## src/design/asr_defines.svh

```systemverilog
// timing and reset constants for the static memory host controller
`ifndef ASR_DEFINES_SVH
`define ASR_DEFINES_SVH

`define ASR_CLK_NS       20
`define ASR_TWP_NS       40
`define ASR_TAA_NS       55
`define ASR_TWP_CYC      ((`ASR_TWP_NS + `ASR_CLK_NS - 1) / `ASR_CLK_NS)
`define ASR_TAA_CYC      ((`ASR_TAA_NS + `ASR_CLK_NS - 1) / `ASR_CLK_NS)
`define ASR_SYNC_STAGES  2
`define ASR_CNT_W        3
`define ASR_PIN_IDLE     1'b1
`define ASR_LANES_OFF    2'h3
`define ASR_WORD_ZERO    16'h0000
`define ASR_ADDR_ZERO    17'h00000

`endif

```

## src/design/asr_pkg.sv

```systemverilog
// types shared by the static memory host controller
package asr_pkg;
  typedef enum logic [5:0] {
    ASR_IDLE   = 6'h01,
    ASR_WSETUP = 6'h02,
    ASR_WPULSE = 6'h04,
    ASR_WHOLD  = 6'h08,
    ASR_RACC   = 6'h10,
    ASR_SPARE  = 6'h20
  } asr_state_t;
  typedef logic [16:0] asr_addr_t;
  typedef logic [15:0] asr_data_t;
  typedef logic [1:0]  asr_lane_t;
endpackage : asr_pkg

```

## src/design/asr_host.sv

```systemverilog
// host controller driving a 128K x 16 asynchronous static memory
`timescale 1ns/100ps
`include "asr_defines.svh"
module asr_host
  import asr_pkg::*;
(
  input  wire logic            MCLK,        // 50 MHz clock
  input  wire logic            RESET_N,     // async reset, active low
  input  wire logic            CE,          // clock enable, freezes state when low
  input  wire logic            REQ_VALID,   // request present
  output logic                 REQ_READY,   // request taken when both high
  input  wire logic            REQ_WRITE,   // 1 write, 0 read
  input  wire asr_pkg::asr_addr_t REQ_ADDR, // word address
  input  wire asr_pkg::asr_data_t REQ_WDATA,// write data
  input  wire asr_pkg::asr_lane_t REQ_BE,   // lane enables, bit0 low lane
  output logic                 RSP_VALID,   // one-cycle completion pulse
  output asr_pkg::asr_data_t   RSP_RDATA,   // read data
  output asr_pkg::asr_addr_t   WORD_ADDRESS,       // memory word address pins
  output logic                 SEL_N,              // device select, active low
  output logic                 OUT_DRIVE_N,        // output drive, active low
  output logic                 WRITE_STROBE_N,     // write strobe, active low
  output logic                 LOW_LANE_ENABLE_N,  // low lane enable
  output logic                 HIGH_LANE_ENABLE_N, // high lane enable
  input  wire asr_pkg::asr_data_t DATA_LANES_I,    // data lanes from pins
  output asr_pkg::asr_data_t   DATA_LANES_O,       // data lanes to pins
  output logic                 DATA_LANES_OE       // high while host drives lanes
);
  import asr_pkg::*;

  asr_state_t                state_reg;
  logic [`ASR_CNT_W-1:0]     cnt_reg;
  asr_data_t                 rd_sync;
  logic                      take;

  assign REQ_READY = CE && (state_reg == ASR_IDLE);
  assign take      = REQ_READY && REQ_VALID;

  // read data comes from pins, so it is synchronised before use
  asr_sync #(
    .WIDTH ($bits(asr_data_t))
  ) u_rd_sync (
    .clk   (MCLK),
    .rst_n (RESET_N),
    .ce    (CE),
    .d     (DATA_LANES_I),
    .q     (rd_sync)
  );

  // sequencing of each access
  always_ff @(posedge MCLK or negedge RESET_N)
  begin
    if (!RESET_N)
    begin
      state_reg <= ASR_IDLE;
      cnt_reg   <= '0;
    end
    else if (CE)
    begin
      unique case (state_reg)
        ASR_IDLE:
        begin
          if (take && REQ_WRITE)
            state_reg <= ASR_WSETUP;
          else if (take)
          begin
            state_reg <= ASR_RACC;
            // access time plus the synchroniser delay
            cnt_reg   <= `ASR_CNT_W'(`ASR_TAA_CYC + `ASR_SYNC_STAGES - 1);
          end
        end
        ASR_WSETUP:
        begin
          state_reg <= ASR_WPULSE;
          cnt_reg   <= `ASR_CNT_W'(`ASR_TWP_CYC - 1);
        end
        ASR_WPULSE:
        begin
          if (cnt_reg == '0)
            state_reg <= ASR_WHOLD;
          else
            cnt_reg <= cnt_reg - 1'b1;
        end
        ASR_WHOLD:
          state_reg <= ASR_IDLE;
        ASR_RACC:
        begin
          if (cnt_reg == '0)
            state_reg <= ASR_IDLE;
          else
            cnt_reg <= cnt_reg - 1'b1;
        end
        default:
          state_reg <= ASR_IDLE;
      endcase
    end
  end

  // address and lanes latched at take and held through the hold cycle
  always_ff @(posedge MCLK or negedge RESET_N)
  begin
    if (!RESET_N)
    begin
      WORD_ADDRESS       <= `ASR_ADDR_ZERO;
      LOW_LANE_ENABLE_N  <= `ASR_PIN_IDLE;
      HIGH_LANE_ENABLE_N <= `ASR_PIN_IDLE;
      DATA_LANES_O       <= `ASR_WORD_ZERO;
    end
    else if (CE)
    begin
      if (take)
      begin
        WORD_ADDRESS       <= REQ_ADDR;
        DATA_LANES_O       <= REQ_WDATA;
        // no enabled lane would deselect the device, so treat it as a word
        LOW_LANE_ENABLE_N  <= ~(REQ_BE[0] || (REQ_BE == 2'h0));
        HIGH_LANE_ENABLE_N <= ~(REQ_BE[1] || (REQ_BE == 2'h0));
      end
      else if (state_reg == ASR_WHOLD || (state_reg == ASR_RACC && cnt_reg == '0))
      begin
        LOW_LANE_ENABLE_N  <= `ASR_PIN_IDLE;
        HIGH_LANE_ENABLE_N <= `ASR_PIN_IDLE;
      end
    end
  end

  // control strobes, all registered so they never glitch
  always_ff @(posedge MCLK or negedge RESET_N)
  begin
    if (!RESET_N)
    begin
      SEL_N          <= `ASR_PIN_IDLE;
      OUT_DRIVE_N    <= `ASR_PIN_IDLE;
      WRITE_STROBE_N <= `ASR_PIN_IDLE;
      DATA_LANES_OE  <= 1'b0;
    end
    else if (CE)
    begin
      if (take)
      begin
        SEL_N         <= 1'b0;
        OUT_DRIVE_N   <= REQ_WRITE;
        DATA_LANES_OE <= REQ_WRITE;
      end
      else if (state_reg == ASR_WSETUP)
        WRITE_STROBE_N <= 1'b0;
      else if (state_reg == ASR_WPULSE && cnt_reg == '0)
      begin
        // both rise together; the address still stands at least two more cycles
        WRITE_STROBE_N <= `ASR_PIN_IDLE;
        SEL_N          <= `ASR_PIN_IDLE;
      end
      else if (state_reg == ASR_WHOLD)
        DATA_LANES_OE <= 1'b0;
      else if (state_reg == ASR_RACC && cnt_reg == '0)
      begin
        SEL_N       <= `ASR_PIN_IDLE;
        OUT_DRIVE_N <= `ASR_PIN_IDLE;
      end
    end
  end

  // completion pulse and captured read data
  always_ff @(posedge MCLK or negedge RESET_N)
  begin
    if (!RESET_N)
    begin
      RSP_VALID <= 1'b0;
      RSP_RDATA <= `ASR_WORD_ZERO;
    end
    else if (CE)
    begin
      RSP_VALID <= (state_reg == ASR_WHOLD) || (state_reg == ASR_RACC && cnt_reg == '0);
      if (state_reg == ASR_RACC && cnt_reg == '0)
        RSP_RDATA <= rd_sync;
    end
  end

  a_addr_stable_wr: assert property (
    @(posedge MCLK) disable iff (!RESET_N)
    (!WRITE_STROBE_N && !SEL_N) |-> $stable(WORD_ADDRESS))
    else $error("address moved during a write");

  a_addr_hold_end: assert property (
    @(posedge MCLK) disable iff (!RESET_N)
    (CE && $rose(WRITE_STROBE_N)) |-> $stable(WORD_ADDRESS) ##1 $stable(WORD_ADDRESS))
    else $error("address changed at end of write");

  a_lane_write_set: assert property (
    @(posedge MCLK) disable iff (!RESET_N)
    !WRITE_STROBE_N |-> !(LOW_LANE_ENABLE_N && HIGH_LANE_ENABLE_N))
    else $error("write strobe low with no lane enabled");

  a_strobe_pulse_len: assert property (
    @(posedge MCLK) disable iff (!RESET_N)
    (CE && $fell(WRITE_STROBE_N)) |-> (!WRITE_STROBE_N && !SEL_N && CE) [*2]
      or (!CE ##0 1'b1))
    else $error("write pulse shorter than two cycles");

  a_idle_pins_high: assert property (
    @(posedge MCLK) disable iff (!RESET_N)
    (state_reg == ASR_IDLE) |-> (SEL_N && WRITE_STROBE_N && OUT_DRIVE_N))
    else $error("control pins active while idle");

  a_no_drive_clash: assert property (
    @(posedge MCLK) disable iff (!RESET_N)
    DATA_LANES_OE |-> OUT_DRIVE_N)
    else $error("host drives lanes while memory drives them");

  a_read_latency: assert property (
    @(posedge MCLK) disable iff (!RESET_N)
    (CE && $fell(OUT_DRIVE_N)) ##1 CE [*4] |-> ##1 RSP_VALID)
    else $error("read response not after five cycles");

  a_write_end_pair: assert property (
    @(posedge MCLK) disable iff (!RESET_N)
    $rose(WRITE_STROBE_N) |-> $rose(SEL_N))
    else $error("strobe and select did not end write together");

endmodule : asr_host

```

## src/design/asr_sync.sv

```systemverilog
// two-flop synchroniser for pin inputs
`timescale 1ns/100ps
module asr_sync #(
  parameter int WIDTH = 16
) (
  input  wire logic             clk,   // system clock
  input  wire logic             rst_n, // async reset, active low
  input  wire logic             ce,    // clock enable
  input  wire logic [WIDTH-1:0] d,     // asynchronous input
  output logic      [WIDTH-1:0] q      // synchronised output
);
  logic [WIDTH-1:0] meta_reg;

  // meta_reg feeds only q
  always_ff @(posedge clk or negedge rst_n)
  begin
    if (!rst_n)
    begin
      meta_reg <= '0;
      q        <= '0;
    end
    else if (ce)
    begin
      meta_reg <= d;
      q        <= meta_reg;
    end
  end
endmodule : asr_sync

```

## config.mk

```make
export PLATFORM = sky130hd
export DESIGN_NAME = asr_host
export DESIGN_NICKNAME = d
export VERILOG_FILES = /design/src/design/asr_pkg.sv /design/src/design/asr_host.sv /design/src/design/asr_sync.sv
export VERILOG_INCLUDE_DIRS = /design/src /design/src/design
export SDC_FILE = /design/constraint.sdc
export NUM_CORES = 1
export LEC_CHECK = 0
export BUFFER_PORTS_ARGS = -buffer_cell sky130_fd_sc_hd__buf_2
export CAP_MARGIN = 20
export CORE_AREA = 2 2 109 111
export CTS_CLUSTER_DIAMETER = 200
export CTS_CLUSTER_SIZE = 25
export DETAILED_ROUTE_END_ITERATION = 6
export DIE_AREA = 0 0 111 113
export PLACE_DENSITY = 0.67
export SKIP_CTS_REPAIR_TIMING = 1
export SLEW_MARGIN = 0
export SYNTH_ARGS = -nofsm -noshare
export SYNTH_HDL_FRONTEND = slang
export SYNTH_SLANG_ARGS = --single-unit
export TNS_END_PERCENT = 10
```

## constraint.sdc

```tcl
create_clock -name MCLK -period 5.3 [get_ports MCLK]
set_clock_uncertainty 0.2 [all_clocks]
set_input_delay 1.06 -clock MCLK [delete_from_list [all_inputs] [get_ports MCLK]]
set_output_delay 1.06 -clock MCLK [all_outputs]
set_load 0.02 [all_outputs]
```

==> out/metrics.cfg <==
[global_route]
use_met2=0.236
use_met1=0.173
grt_use_total=0.138
grt_pass1_vias=2893
top_usage_layer=met2
grt_use_met3=0.0300
grt_max_degree=68
antenna_found_initial=0
grt_first_pass_wirelength_mm=14.0
overflow=0

[routing]
drt_iter0_drc=189
via_per_inst=4.59
dr.pass1.iters=4
route.detailed.drc=0
wl_per_cell_um=13.4
drt_wl_total_mm=8.37
vias=2862
drtAntennaViolNets=0

[min_path]
hp-class=flop to flop

[logic_synthesis]
async_reset_ff_frac=1.00
syn_avg_cell_area_sq_um=10.6
ys.flop_type=dfrtp_1
yosys_register_bits=96
synthesis.area_sq_mm=0.00391
synth_nets=426
yosys_warnings=0
synthCells=368
synth_cell_types=36
synth_enable_flop_cells=0
yosysSeqAreaShare=0.617

[sta]
setup_viol=0
finalHoldViolCount=0
min_period_over_period=0.634
worst_slew_pin_slew_ns=0.849
max_freq_mhz=297
slew_violations=0
rsz0062_at_grt=false
slew_headroom=0.434
period_minus_slack_ns=3.36
finalSetupTns_ns=0

[placed_design]
port_buffers=112
dp_hpwl_mm=5.85
place_inst=608
place_congestion=0.801

[layout]
largest_register_ff_count=17
areaGrowthSynthToFinish_pct=25.7
fill_cells=1065
drive_above_1_share=0.362
top_register=WORD_ADDRESS
fin_nets=534
layout.cells.non_filler=624
num_antenna_cells=0
ff_latch_area_sq_mm=0.00241
multi_input_area_sq_mm=0.00138

[cts]
h-tree-depth=3
cts.reportedPaths.clkPinSlew_ns=0.07
tritoncts=done
cts_max_path_buffers=2
cts_num_sinks=96
clk_latency_ns=0.34
cts_root_buffer=clkbuf_16
cts_buffers=9

[die]
rows=39
dieWidth_um=111
pin_count=113
dieArea_sq_mm=0.0125
core_sq_mm=0.0113
start_util=0.347
die_h_um=113

[worst_setup_path]
start_kind=input port
path_cells=buf_2, buf_4, inv_1, nor3_1, buf_2
critical_path_class=input port to primary output
timing.critical_path.buf_inv=4
critPathMaxStageDelay_ns=0.43
required_ns=4.04
rrSetupSlack_ns=3.02
crit_path_top_delay_cell=buf_4
worst_path_most_repeated_cell=buf_2
critPathTopFamily=buffers and inverters
endpoint_kind=primary output
path_max_fanout=41
worstPathArrival_ns=2.10

[pwr]
combPwrFrac=0.325
peakVddDrop_mv=0.211
p_sw_mw=0.972
switching_share=0.363
p_int_mw=1.70
leakage_nw=2.60
power_frac_seq=0.416
pwr-share-clk=0.258
p_per_area_mw_per_mm2=545

[run]
maxCapViolCount=0

[status]
status=finished clean

-- cells by family after synthesis --
group | share of synthesized area
simple gates | 0.201
flops | 0.617
mux | 0.101
buf+inv | 0.0304
compound gates | 0.0426
fa+ha+maj | 0.00640
xor+xnor | 0.00224
-- metal layers --
metal / vias up / routed length (um)
li1: 1409 / -
met1: 1344 / 3810
met2: 96 / 3970
met3: 13 / 462
met4: 0 / 126
met5: - / 0
-- final timing paths --
kind                                             from                      endpoint  depth (start not counted)
max in group asynchronous                     RESET_N   u_rd_sync.q[14]$_DFFE_PN0P_                          2
min in group asynchronous                     RESET_N      RSP_RDATA[3]$_DFFE_PN0P_                          1
setup reg to reg             state_reg[3]$_DFFE_PN0P_  WORD_ADDRESS[12]$_DFFE_PN0P_                          5
hold reg to reg            u_rd_sync.q[0]$_DFFE_PN0P_      RSP_RDATA[0]$_DFFE_PN0P_                          2
setup / recovery                                   CE                     REQ_READY                          5
hold / removal             u_rd_sync.q[0]$_DFFE_PN0P_      RSP_RDATA[0]$_DFFE_PN0P_                          2
-- placed cells by master (no fill, tap or decap), drive strengths merged, types with 4 or more instances in the layout --
| cell | synthesis | routed |
|---|---|---|
| mux2 | 35 | 35 |
| dfrtp | 90 | 90 |
| o31ai | 4 | 4 |
| nor2 | 8 | 8 |
| buf | 13 | 116 |
| dfstp | 6 | 6 |
| inv | 6 | 7 |
| nor3 | 5 | 5 |
| clkbuf | 6 | 10 |
| nand2 | 153 | 153 |
| a21oi | 5 | 5 |
| o21ai | 5 | 5 |
| nor2b | 4 | 4 |
-- worst register-to-register path, cell delays in order (launching register included) --
cell and delay [ns]:
dfrtp_1 0.48, nor3_1 0.40, and4_1 0.76, buf_8 0.25, nand2_1 0.08, nand2_1 0.05
-- cell usage after synthesis (4+ instances only) --
cell type | count | area (sq um)
nand2_1 | 153 | 574
dfrtp_1 | 90 | 2250
mux2_2 | 32 | 360
buf_2 | 11 | 55.1
nor2_1 | 8 | 30.0
clkbuf_1 | 6 | 22.5
dfstp_2 | 6 | 158
inv_1 | 6 | 22.5
nor3_1 | 5 | 25.0
a21oi_1 | 4 | 20.0
nor2b_1 | 4 | 25.0
-- power groups by stage --
stage	logic, mW	registers [mW]	clock network, mW
finish	0.871	1.11	0.692
global route	0.962	1.15	0.737
CTS	0.882	1.12	0.710
detailed placement	0.885	1.12	0
global placement	0.859	1.11	0
floorplan	0.387	1.31	0
-- metrics by stage --
step                utilization  worst slack, ns  area [sq um]  power [mW]  hold slack (ns)
global placement          0.406             1.95          4580        1.97            0.249
finish                    0.436             1.94          4910        2.68            0.267
detailed placement        0.407             1.93          4590        2.01            0.254
floorplan                     -             2.20          3910        1.70            0.235
global route              0.436             1.83          4910        2.85            0.296
CTS                       0.436             1.92          4910        2.71            0.271
-- final cells by class --
type,count,area share
repair buffers,116,0.122
well taps,143,0.0364
multi-input cells,247,0.281
flip-flops and latches,96,0.491
clock inverters,6,0.0188
inverters,6,0.00458
clock buffers,10,0.0466
Power figures use the tool's default switching activity.
